## config.mk

```make
export PLATFORM = sky130hd
export DESIGN_NAME = ep_desc_server
export DESIGN_NICKNAME = d
export VERILOG_FILES = /design/src/rtl/ep_attr_encode.v /design/src/rtl/ep_desc_server.v
export VERILOG_INCLUDE_DIRS = /design/src /design/src/pkg
export SDC_FILE = /design/constraint.sdc
export NUM_CORES = 1
export LEC_CHECK = 0
export BUFFER_PORTS_ARGS = -buffer_cell sky130_fd_sc_hd__buf_2
export CAP_MARGIN = 15
export CELL_PAD_IN_SITES_DETAIL_PLACEMENT = 1
export CELL_PAD_IN_SITES_GLOBAL_PLACEMENT = 1
export CORE_MARGIN = 1
export CORE_UTILIZATION = 54
export CTS_CLUSTER_SIZE = 16
export DETAILED_ROUTE_END_ITERATION = 8
export HOLD_SLACK_MARGIN = 0.05
export PLACE_DENSITY_LB_ADDON = 0.1
export SLEW_MARGIN = 20
export SYNTH_ARGS = -nofsm -noshare
export SYNTH_HDL_FRONTEND = slang
export SYNTH_SLANG_ARGS = --single-unit
```

## constraint.sdc

```tcl
create_clock -name clk_sys_in -period 32 [get_ports clk_sys_in]
set_clock_uncertainty 0.1 [all_clocks]
set_input_delay 4.8 -clock clk_sys_in [delete_from_list [all_inputs] [get_ports clk_sys_in]]
set_output_delay 4.8 -clock clk_sys_in [all_outputs]
set_load 0.02 [all_outputs]
```

## src/pkg/ep_desc_regs.vh

```
`ifndef EP_DESC_REGS_VH
`define EP_DESC_REGS_VH

// Endpoint descriptor layout
`define EP_DESC_LEN         8'h07
`define EP_DESC_TYPE        8'h05
`define EP_OFS_LEN          3'h0
`define EP_OFS_TYPE         3'h1
`define EP_OFS_ADDR         3'h2
`define EP_OFS_ATTR         3'h3
`define EP_OFS_MPS_LO       3'h4
`define EP_OFS_MPS_HI       3'h5
`define EP_OFS_INTERVAL     3'h6

// Companion descriptor layout
`define COMP_DESC_LEN       8'h06
`define COMP_DESC_TYPE      8'h30
`define COMP_OFS_LEN        3'h0
`define COMP_OFS_TYPE       3'h1
`define COMP_OFS_BURST      3'h2
`define COMP_OFS_ATTR       3'h3
`define COMP_OFS_BPI_LO     3'h4
`define COMP_OFS_BPI_HI     3'h5

// Attribute byte fields
`define ATTR_XFER_LSB       0
`define ATTR_SYNC_LSB       2
`define ATTR_USAGE_LSB      4

// Transfer type codes
`define XFER_CONTROL        2'h0
`define XFER_ISO            2'h1
`define XFER_BULK           2'h2
`define XFER_INTR           2'h3

// Synchronisation codes
`define SYNC_NONE           2'h0

// Usage codes
`define USAGE_PERIODIC      2'h0
`define USAGE_NOTIFY        2'h1
`define USAGE_DATA          2'h0
`define USAGE_FEEDBACK      2'h1
`define USAGE_IMPLICIT      2'h2
`define USAGE_RESERVED      2'h3

// Burst field limit
`define BURST_MAX           4'hF

`endif

```

## src/rtl/ep_attr_encode.v

```verilog
`include "ep_desc_regs.vh"

// Builds the attribute byte and the burst byte for one endpoint.
module ep_attr_encode (
    input  wire [1:0] xfer_type_in,
    input  wire [1:0] sync_type_in,
    input  wire       notify_only_in,
    input  wire       periodic_ever_in,
    input  wire       feedback_in,
    input  wire       implicit_fb_in,
    input  wire [3:0] burst_in,
    output reg  [7:0] attr_out,
    output reg  [7:0] burst_out,
    output reg        conflict_out
);
    reg [1:0] xfer;
    reg [1:0] sync;
    reg [1:0] usage;

    always @* begin
        xfer         = xfer_type_in;
        sync         = sync_type_in;
        usage        = 2'h0;
        conflict_out = 1'b0;
        if (feedback_in) begin
            // Explicit feedback forces iso and no sync
            conflict_out = (xfer_type_in != `XFER_ISO) ||
                           (sync_type_in != `SYNC_NONE) || implicit_fb_in;
            xfer  = `XFER_ISO;
            sync  = `SYNC_NONE;
            usage = `USAGE_FEEDBACK;
        end else if (xfer_type_in == `XFER_ISO) begin
            usage = implicit_fb_in ? `USAGE_IMPLICIT
                                   : `USAGE_DATA;
        end else if (xfer_type_in == `XFER_INTR) begin
            // Mixed-mode endpoints fall back to periodic
            sync  = `SYNC_NONE;
            usage = (notify_only_in && !periodic_ever_in) ? `USAGE_NOTIFY
                    : `USAGE_PERIODIC;
        end else begin
            sync  = `SYNC_NONE;
        end
        attr_out = {2'h0, usage, sync, xfer};
        // Control endpoints never burst
        if (xfer == `XFER_CONTROL)
            burst_out = 8'h00;
        else
            burst_out = {4'h0, burst_in};
    end
endmodule // ep_attr_encode

```

## src/rtl/ep_desc_server.v

```verilog
`include "ep_desc_regs.vh"

module ep_desc_server #(
    parameter NUM_EP = 8
) (
    input  wire                clk_sys_in,
    input  wire                nrst_in,
    input  wire                gen_x_rate_in,
    input  wire                cfg_req_in,
    input  wire                ep_desc_req_in,
    input  wire                ep_cfg_wr_in,
    input  wire [2:0]          ep_cfg_idx_in,
    input  wire [3:0]          ep_num_in,
    input  wire                ep_dir_in_in,
    input  wire [1:0]          xfer_type_in,
    input  wire [1:0]          sync_type_in,
    input  wire                notify_only_in,
    input  wire                periodic_ever_in,
    input  wire                feedback_in,
    input  wire                implicit_fb_in,
    input  wire [3:0]          burst_in,
    input  wire [15:0]         max_pkt_in,
    input  wire [7:0]          interval_in,
    input  wire [NUM_EP-1:0]   ep_enable_in,
    input  wire                byte_ready_in,
    output reg  [7:0]          byte_out,
    output reg                 byte_valid_out,
    output reg                 byte_last_out,
    output reg                 busy_out,
    output reg                 refused_out,
    output reg                 cfg_error_out
);
    localparam ST_IDLE = 2'h0;
    localparam ST_EP   = 2'h1;
    localparam ST_COMP = 2'h2;

    reg [3:0]  num_reg   [0:NUM_EP-1];
    reg        dir_reg   [0:NUM_EP-1];
    reg [7:0]  attr_reg  [0:NUM_EP-1];
    reg [7:0]  burst_reg [0:NUM_EP-1];
    reg [15:0] mps_reg   [0:NUM_EP-1];
    reg [7:0]  ivl_reg   [0:NUM_EP-1];

    reg [1:0]  state_reg;
    reg [1:0]  state_next;
    reg [2:0]  idx_reg;
    reg [2:0]  idx_next;
    reg [2:0]  ofs_reg;
    reg [2:0]  ofs_next;
    reg        comp_en_reg;
    reg        valid_next;
    reg        last_next;
    reg [7:0]  byte_next;

    wire [7:0] enc_attr;
    wire [7:0] enc_burst;
    wire       enc_conflict;

    ep_attr_encode u_encode (
        .xfer_type_in     (xfer_type_in),
        .sync_type_in     (sync_type_in),
        .notify_only_in   (notify_only_in),
        .periodic_ever_in (periodic_ever_in),
        .feedback_in      (feedback_in),
        .implicit_fb_in   (implicit_fb_in),
        .burst_in         (burst_in),
        .attr_out         (enc_attr),
        .burst_out        (enc_burst),
        .conflict_out     (enc_conflict)
    );

    function [1:0] usage_of;
        input [7:0] attr;
        begin
            usage_of = attr[`ATTR_USAGE_LSB+1:`ATTR_USAGE_LSB];
        end
    endfunction

    function is_fb;
        input [7:0] attr;
        begin
            is_fb = (attr[1:0] == `XFER_ISO) &&
                    ((usage_of(attr) == `USAGE_FEEDBACK) ||
                     (usage_of(attr) == `USAGE_IMPLICIT));
        end
    endfunction

    // Endpoint table; default control pipe is never stored here
    integer i;
    always @(posedge clk_sys_in or negedge nrst_in) begin
        if (!nrst_in) begin
            for (i = 0; i < NUM_EP; i = i + 1) begin
                num_reg[i]   <= 4'h0;
                dir_reg[i]   <= 1'b0;
                attr_reg[i]  <= 8'h00;
                burst_reg[i] <= 8'h00;
                mps_reg[i]   <= 16'h0000;
                ivl_reg[i]   <= 8'h00;
            end
        end else if (ep_cfg_wr_in && !busy_out) begin
            num_reg[ep_cfg_idx_in]   <= ep_num_in;
            dir_reg[ep_cfg_idx_in]   <= ep_dir_in_in;
            attr_reg[ep_cfg_idx_in]  <= enc_attr;
            burst_reg[ep_cfg_idx_in] <= enc_burst;
            mps_reg[ep_cfg_idx_in]   <= max_pkt_in;
            ivl_reg[ep_cfg_idx_in]   <= interval_in;
        end
    end

    // Association check: each iso data endpoint resolves to the nearest
    // feedback at or below its number, which must face the other way.
    // Writes are not blocked; the flag just reports a bad table.
    reg       assoc_bad;
    reg       found;
    reg       fb_dir;
    reg [3:0] best;
    integer   d;
    integer   f;
    always @* begin
        assoc_bad = 1'b0;
        found     = 1'b0;
        fb_dir    = 1'b0;
        best      = 4'h0;
        for (d = 0; d < NUM_EP; d = d + 1) begin
            found  = 1'b0;
            fb_dir = 1'b0;
            best   = 4'h0;
            for (f = 0; f < NUM_EP; f = f + 1) begin
                if (ep_enable_in[f] && ep_enable_in[d] && f != d &&
                    is_fb(attr_reg[f]) &&
                    num_reg[f] <= num_reg[d] &&
                    (!found || num_reg[f] >= best)) begin
                    found  = 1'b1;
                    best   = num_reg[f];
                    fb_dir = dir_reg[f];
                end
            end
            if (ep_enable_in[d] && attr_reg[d][1:0] == `XFER_ISO &&
                usage_of(attr_reg[d]) != `USAGE_FEEDBACK &&
                found && fb_dir == dir_reg[d])
                assoc_bad = 1'b1;
        end
        for (f = 0; f < NUM_EP; f = f + 1) begin
            // Group head must share the feedback's number
            found = 1'b0;
            for (d = 0; d < NUM_EP; d = d + 1) begin
                if (ep_enable_in[f] && ep_enable_in[d] &&
                    is_fb(attr_reg[f]) && f != d &&
                    num_reg[d] == num_reg[f] && dir_reg[d] != dir_reg[f])
                    found = 1'b1;
            end
            if (ep_enable_in[f] && is_fb(attr_reg[f]) &&
                usage_of(attr_reg[f]) == `USAGE_FEEDBACK && !found)
                assoc_bad = 1'b1;
            if (ep_enable_in[f] &&
                usage_of(attr_reg[f]) == `USAGE_RESERVED &&
                attr_reg[f][1:0] == `XFER_ISO)
                assoc_bad = 1'b1;
        end
    end

    // Next enabled slot strictly after the current index idx_reg
    reg [2:0] scan_idx;
    reg       scan_hit;
    integer   k;
    always @* begin
        scan_idx = 3'h0;
        scan_hit = 1'b0;
        for (k = NUM_EP - 1; k >= 0; k = k - 1) begin
            if (ep_enable_in[k] && k[2:0] > idx_reg) begin
                scan_idx = k[2:0];
                scan_hit = 1'b1;
            end
        end
    end

    reg [2:0] first_idx;
    reg       first_hit;
    integer   m;
    always @* begin
        first_idx = 3'h0;
        first_hit = 1'b0;
        for (m = NUM_EP - 1; m >= 0; m = m - 1) begin
            if (ep_enable_in[m]) begin
                first_idx = m[2:0];
                first_hit = 1'b1;
            end
        end
    end

    function [7:0] ep_byte;
        input [2:0] ofs;
        input [2:0] idx;
        begin
            case (ofs)
                `EP_OFS_LEN:      ep_byte = `EP_DESC_LEN;
                `EP_OFS_TYPE:     ep_byte = `EP_DESC_TYPE;
                `EP_OFS_ADDR:     ep_byte = {dir_reg[idx], 3'h0,
                                             num_reg[idx]};
                `EP_OFS_ATTR:     ep_byte = attr_reg[idx];
                `EP_OFS_MPS_LO:   ep_byte = mps_reg[idx][7:0];
                `EP_OFS_MPS_HI:   ep_byte = mps_reg[idx][15:8];
                `EP_OFS_INTERVAL: ep_byte = ivl_reg[idx];
                default:          ep_byte = 8'h00;
            endcase
        end
    endfunction

    function [7:0] comp_byte;
        input [2:0] ofs;
        input [2:0] idx;
        begin
            case (ofs)
                `COMP_OFS_LEN:   comp_byte = `COMP_DESC_LEN;
                `COMP_OFS_TYPE:  comp_byte = `COMP_DESC_TYPE;
                `COMP_OFS_BURST: comp_byte = burst_reg[idx];
                default:         comp_byte = 8'h00;
            endcase
        end
    endfunction

    // Byte stream walker; a byte advances only when the sink accepts it
    wire take = byte_valid_out && byte_ready_in;

    always @* begin
        state_next = state_reg;
        idx_next   = idx_reg;
        ofs_next   = ofs_reg;
        valid_next = byte_valid_out && !take;
        last_next  = byte_last_out;
        byte_next  = byte_out;
        case (state_reg)
            ST_IDLE: begin
                // Only a whole-configuration request starts the walk
                // A last byte still pending keeps the block busy
                if (cfg_req_in && first_hit &&
                    !byte_valid_out) begin
                    state_next = ST_EP;
                    idx_next   = first_idx;
                    ofs_next   = 3'h0;
                end
            end
            ST_EP: begin
                if (!byte_valid_out || take) begin
                    valid_next = 1'b1;
                    byte_next  = ep_byte(ofs_reg, idx_reg);
                    last_next  = (ofs_reg == `EP_OFS_INTERVAL) &&
                                 !comp_en_reg && !scan_hit;
                    if (ofs_reg == `EP_OFS_INTERVAL) begin
                        ofs_next = 3'h0;
                        if (comp_en_reg)
                            state_next = ST_COMP;
                        else if (scan_hit)
                            idx_next = scan_idx;
                        else
                            state_next = ST_IDLE;
                    end else begin
                        ofs_next = ofs_reg + 3'h1;
                    end
                end
            end
            ST_COMP: begin
                if (!byte_valid_out || take) begin
                    valid_next = 1'b1;
                    byte_next  = comp_byte(ofs_reg, idx_reg);
                    last_next  = (ofs_reg == `COMP_OFS_BPI_HI) && !scan_hit;
                    if (ofs_reg == `COMP_OFS_BPI_HI) begin
                        ofs_next = 3'h0;
                        if (scan_hit) begin
                            state_next = ST_EP;
                            idx_next   = scan_idx;
                        end else begin
                            state_next = ST_IDLE;
                        end
                    end else begin
                        ofs_next = ofs_reg + 3'h1;
                    end
                end
            end
            default: begin
                state_next = ST_IDLE;
            end
        endcase
        if (take && byte_last_out)
            last_next = 1'b0;
    end

    always @(posedge clk_sys_in or negedge nrst_in) begin
        if (!nrst_in) begin
            state_reg      <= ST_IDLE;
            idx_reg        <= 3'h0;
            ofs_reg        <= 3'h0;
            comp_en_reg    <= 1'b0;
            byte_out       <= 8'h00;
            byte_valid_out <= 1'b0;
            byte_last_out  <= 1'b0;
            busy_out       <= 1'b0;
            refused_out    <= 1'b0;
            cfg_error_out  <= 1'b0;
        end else begin
            state_reg      <= state_next;
            idx_reg        <= idx_next;
            ofs_reg        <= ofs_next;
            byte_out       <= byte_next;
            byte_valid_out <= valid_next;
            byte_last_out  <= last_next;
            busy_out       <= (state_next != ST_IDLE) || valid_next;
            // Rate is latched per walk so a stream never changes shape
            if (state_reg == ST_IDLE && cfg_req_in && !byte_valid_out)
                comp_en_reg <= gen_x_rate_in;
            // Direct companion requests get a refusal pulse
            refused_out    <= ep_desc_req_in;
            cfg_error_out  <= assoc_bad ||
                              (ep_cfg_wr_in && enc_conflict);
        end
    end
endmodule // ep_desc_server

```

### Yosys cells after proc, flatten, opt, wreduce, memory -nomap -nowiden

Cells that the tools add are included.

* register bits after elaboration: 382
* bits in latches: 0
* bits in writable memories: 0
* bits in read-only memories: 0
* input port bits: 59
* output and inout port bits: 13
* logic and storage cells: 1241
* memories kept: 0

* add/subtract/negate cells: 1
* multipliers: 0
* divide/modulo/power cells: 0
* order comparisons: 115
* eq/ne operators: 179
* shifts and indexed selects: 0
* muxes and demuxes: 348
* bitwise logic cells: 2
* reduce and logical (&&, ||, !) cells: 538

Operator list (number)
* 1-bit logical AND: 402
* 4-bit equality test: 56
* 4-bit less-or-equal comparator: 56
* 1-bit 2-to-1 mux: 219
* 4-bit 2-to-1 mux: 52
* 64-bit bitwise mux: 3
* 4-bit greater-or-equal comparator: 48
* 128-bit bitwise mux: 1
* 3-bit 2-to-1 mux: 28
* 8-bit binary-select mux with 3-bit select: 3
* 8-bit 2-to-1 mux: 9
* 1-bit zero test: 62
* 1-bit logical OR: 61
* 1-bit inequality test: 56
* 8-bit one-hot mux with 7 select lines: 1
* 16-bit binary-select mux with 3-bit select: 1
* 16-bit demux with 3-bit select: 1
* 16-bit 2-to-1 mux: 3
* 2-bit by 1-bit equality test with 1-bit output, second input constant: 18
* 2-bit equality test, second input constant: 18
* 32-bit bitwise mux: 1
* 2-bit 2-to-1 mux: 14
* 8-bit demux with 3-bit select: 1
* 8-bit one-hot mux with 3 select lines: 1
* other kinds (31): 68

### Longest topological paths before layout

* word-level depth: 57
* gate-level depth with buffers: 56
* gate-level depth less buffers: 55

### Cells and area by module

Synthesis repeated with hierarchy kept, for this count alone.

* cell total of the unflattened synthesis: 2767
* area, all modules: 29589.6 sq um

By module, submodules not included
* ep_desc_server: times used 1, cells each 2743, area each 29432.0 sq um, sequential area each 9559.2 sq um
* ep_attr_encode: times used 1, cells each 24, area each 157.7 sq um, sequential area each 0.0 sq um

### Worst setup path after synthesis

OpenSTA, ideal clock, no wires.

* path kind: input to register
* from: in ep_enable_in[0]
* to: reg cfg_error_out
* setup time: 0.140 ns
* arrival time: 14.369 ns
* required time: 31.760 ns
* path slack: 17.391 ns
* stages on the path: 49
* buffers on the path: 4
* cells stage by stage: buf_6 > nor4bb_4 > buf_6 > o211ai_1 > nor2_1 > nand2_1 > ha_1 > a211o_1 > a21oi_1 > a21bo_1 > clkbuf_1 > mux2_2 > ha_1 > o21ai_0 > a21oi_1 > o31ai_4 > mux2_2 > ha_1 > [... 13 more ...] > ha_1 > nand2b_1 > a21o_1 > a21o_1 > a21o_1 > a22oi_1 > mux2_2 > ha_1 > a21o_1 > a21o_1 > a21oi_1 > a2bb2oi_1 > o21ai_0 > a2111oi_0 > nor2_1 > xnor2_1 > a22oi_1 > nand4_1

* longest elaborated chain between the ends: 55
* elaborated cells between the ends (all ways): 542
* those cells by class: order compare (48); eq/ne (8); mux (240); reduce/logical (246)

Ends and longest elaborated chain
* from (decl): RTL line ep_desc_server.v:24 `input wire [NUM_EP-1:0] ep_enable_in,`
* 1-bit logical AND (2 in series): RTL line ep_desc_server.v:129, ep_desc_server.v:147
* 1-bit logical AND: RTL line ep_desc_server.v:130 `is_fb(attr_reg[f]) &&`
* 4-bit 2-to-1 mux or 1-bit 2-to-1 mux (tied branches): RTL line ep_desc_server.v:129 `if (ep_enable_in[f] && ep_enable_in[d] && f != d &&`
* 4-bit greater-or-equal comparator or 1-bit zero test (tied branches): RTL line ep_desc_server.v:132 `(!found || num_reg[f] >= best)) begin`
* 1-bit logical OR: RTL line ep_desc_server.v:132
* 1-bit logical AND: RTL line ep_desc_server.v:131 `num_reg[f] <= num_reg[d] &&`
* 4-bit 2-to-1 mux or 1-bit 2-to-1 mux (tied branches): RTL line ep_desc_server.v:129
* 4-bit greater-or-equal comparator or 1-bit zero test (tied branches): RTL line ep_desc_server.v:132
* [... 38 more ...]
* 1-bit 2-to-1 mux: RTL line ep_desc_server.v:155 `if (ep_enable_in[f] &&`
* 1-bit 2-to-1 mux: RTL line ep_desc_server.v:152 `if (ep_enable_in[f] && is_fb(attr_reg[f]) &&`
* 1-bit 2-to-1 mux: RTL line ep_desc_server.v:155
* 1-bit 2-to-1 mux: RTL line ep_desc_server.v:152
* 1-bit 2-to-1 mux: RTL line ep_desc_server.v:155
* 1-bit 2-to-1 mux *: RTL line ep_desc_server.v:152
* 1-bit 2-to-1 mux *: RTL line ep_desc_server.v:155
* 1-bit logical OR *: RTL line ep_desc_server.v:313 `cfg_error_out <= assoc_bad ||`
* to (signal assigned): RTL line ep_desc_server.v:313
* to (decl): RTL line ep_desc_server.v:31 `output reg cfg_error_out`

Every way passes the cells marked *; elsewhere a longest branch is shown, timed or not.
A chain may end at the register's enable or synchronous reset.

### Worst setup path after layout

Same ends and word-level chain as after synthesis.

==> impl_metrics.py <==
metrics = {
    "status": {
        "outcome": "finished clean",
    },
    "clock_tree": {
        "clock_latency_ps": 560,
        "cts_buffer_depth": 3,
        "clkTransAtPathRegs_ps": 70,
        "cts_tree": "built",
        "cts-resized-gates": 0,
        "cts_setup_buffers": 0,
        "cts-hold-fix-buffers": 0,
        "cts_sinks": 334,
        "numCtsBuffers": 36,
        "cts_max_level": 2,
        "clockRootBuffer": "clkbuf_16",
    },
    "timing": {
        "period_needed_ps": 16730,
        "fmax_mhz": 59.78,
        "drv_slew": 0,
        "setup-tns-final_ps": 0,
        "finalHoldViolCount": 0,
        "holdWs_ps": 376.3,
        "rsz0062_at_grt": "no",
        "fin_crit_sh_pct": 52.28,
        "tightest_slew_ps": 1391,
        "setup_violations": 0,
        "max_slew_margin_pct": 5.967,
    },
    "yosys": {
        "synth-simple-area-share_pct": 15.70,
        "syn-mean-instance-area_um2": 9.358,
        "mappedNetlistArea_mm2": 0.02679,
        "seq_area_frac_synth_pct": 31.19,
        "syn_inst": 2863,
        "synth_seq_cells": 334,
        "synth-compound-area-share_pct": 15.28,
        "synthAdderAreaFrac_pct": 15.18,
        "synth_nets": 3247,
        "synth_edf_count": 0,
        "synthXorXnorAreaFrac_pct": 1.111,
        "synth.area.mux_share_pct": 17.69,
        "synth_top_family_by_area": "multiplexers",
        "yosysWarnings": 0,
        "async_flop_share_pct": 100.0,
        "synth.distinct_cells": 95,
        "ys.flop_type": "dfrtp_1",
    },
    "setup_path": {
        "reg2reg_from": "attr_reg[61]$_DFFE_PN0P_",
        "worstReg2RegEnd": "cfg_error_out$_DFF_PN0_",
        "critPathMaxFanout": 19,
        "r2r_slack_ps": 19070,
        "required_ps": 32320,
        "criticalPathCategory": "primary input to flop",
        "reg2regPathDepth": 47,
        "cp.arrival_ps": 17050,
        "critPathLaunch": "ep_enable_in[0]",
        "crit_path_start_kind": "primary input",
        "critPathSlowestCell": "nor4bb_4",
        "endpoint": "cfg_error_out$_DFF_PN0_",
        "critPathCaptureType": "flop",
        "slowest_delay_ps": 760,
    },
    "global_route": {
        "grt_pass1_wl_mm": 172.1,
        "grt_max_degree": 130,
        "gr-usage-all-layers_pct": 45.93,
        "overflow": 0,
        "grt_pass1_vias": 26831,
        "antenna_found_initial": 8,
    },
    "cells_and_area": {
        "final_cells": 3612,
        "drive_gt1_share_pct": 16.62,
        "stdcell_area_mm2": 0.02925,
        "fill_cells": 5546,
        "multiInputGateArea_mm2": 0.01744,
        "most-common-layout-cells": "nand2_1 (522), dfrtp_1 (332), ha_1 (325)",
        "area_growth_pct": 9.176,
        "largest_reg_flops": 128,
        "layout_commonest_cell": "nand2_1",
        "final_nets": 3300,
        "regArea_mm2": 0.008366,
    },
    "power": {
        "leakage_nw": 13.56,
        "finalPower_w": 0.002989,
        "ir_drop_mv": 0.06407,
        "powerDensity_mw_per_mm2": 102.2,
    },
    "placement": {
        "post_dp_cell_area_mm2": 0.02804,
        "gp_congestion": 1.077,
        "dp_hpwl_mm": 78.81,
        "io_buffers": 71,
        "place_inst": 3541,
    },
    "drt": {
        "drt_iter0_drc": 2231,
        "first_pass_iters": 5,
        "drc": 0,
        "post_drt_wl_per_cell_um": 31.89,
        "ant_nets": 0,
        "vias": 25149,
        "vias_per_cell": 6.963,
        "wl_mm": 115.2,
    },
    "worst_hold_path": {
        "holdCritPathClass": "flop to flop",
        "min_path_cells": 2,
    },
    "floorplanning": {
        "die_h_um": 224.8,
        "dieArea_mm2": 0.05051,
        "num_rows": 81,
        "num_io_pins": 72,
        "die_w_um": 224.8,
        "start_util_pct": 54.74,
        "core_area_mm2": 0.04895,
    },
    "job": {
        "max_cap_viol_count": 0,
    },
}
## critical path, delay by kind of cell
family,cells,cell delay [ps]
compound gates,25,6210
xor+xnor,1,160
fa+ha+maj,6,1670
buf+inv,2,370
mux,4,1670
simple gates,9,2140
## cells in the mapped netlist (all sizes together) (12+ instances only)
library cell	count	area [um2]
nor2b	29	181.4
mux4	78	1757
o311ai	13	121.4
o211ai	26	195.2
dfrtp	334	8358
and4	12	107.6
nor2	136	520.5
xnor2	26	227.7
nand3	44	220.2
a31oi	23	156.4
mux2	168	1892
nand3b	19	142.6
o21ai	210	1055
buf	37	178.9
inv	133	499.2
nand4	29	181.4
mux2i	109	1091
ha	325	4066
nand2b	62	387.9
clkbuf	92	345.3
nand2	524	1967
a21oi	141	720.7
a22oi	18	135.1
o22ai	20	125.1
nor3	18	90.09
a21o	51	382.9
## report_power, final
part / switching, W / total, W / internal (W) / leakage (nW)
Sequential: 0.000217 / 0.000819 / 0.000602 / 4.25
Combinational: 0.00106 / 0.00175 / 0.000692 / 8.73
Clock: 0.000190 / 0.000421 / 0.000231 / 0.571
Total: 0.00147 / 0.00299 / 0.00152 / 13.6
## cell type report
class	instances	area share, %
Timing Repair Buffer	144	3.217
Sequential cell	334	28.60
Antenna cell	5	0.04277
Clock inverter	11	0.3764
Clock buffer	54	3.584
Multi-Input combinational cell	2265	59.61
Tap cell	664	2.840
Inverter	135	1.732
## logic make-up (layout without fill, tap and decap cells)
family          after synthesis  after routing
other cells                   0              5
flops                       334            334
xor+xnor                     34             34
buf+inv                     264            344
compound gates              626            626
mux                         355            355
fa+ha+maj                   325            325
simple gates                925            925
## through the flow
stage,setup slack (ps),util [%]
after floorplan,17390,-
after global placement,15240,57.29
after detailed placement,14890,57.29
after CTS,15420,59.66
after global routing,14560,59.75
final,15270,59.76
## worst min-delay path by stage
stage | startpoint | endpoint | slack, ps
final | mps_reg[30]$_DFFE_PN0P_ | mps_reg[30]$_DFFE_PN0P_ | 380
after global routing | burst_reg[35]$_DFFE_PN0P_ | burst_reg[35]$_DFFE_PN0P_ | 410
after CTS | mps_reg[30]$_DFFE_PN0P_ | mps_reg[30]$_DFFE_PN0P_ | 380
after detailed placement | mps_reg[72]$_DFFE_PN0P_ | mps_reg[72]$_DFFE_PN0P_ | 360
after global placement | ivl_reg[11]$_DFFE_PN0P_ | ivl_reg[11]$_DFFE_PN0P_ | 350
after floorplan | ivl_reg[10]$_DFFE_PN0P_ | ivl_reg[10]$_DFFE_PN0P_ | 340
## per-layer routing
metal | GRT usage [%] | share of wire, % | vias up
li1 | - | - | 10520
met1 | 51.76 | 36 | 12692
met2 | 76.29 | 47 | 1376
met3 | 7.864 | 7.4 | 555
met4 | 38.53 | 9.8 | 6
met5 | 0 | 0.034 | -
Note: power is estimated with default switching activity, not from simulation.
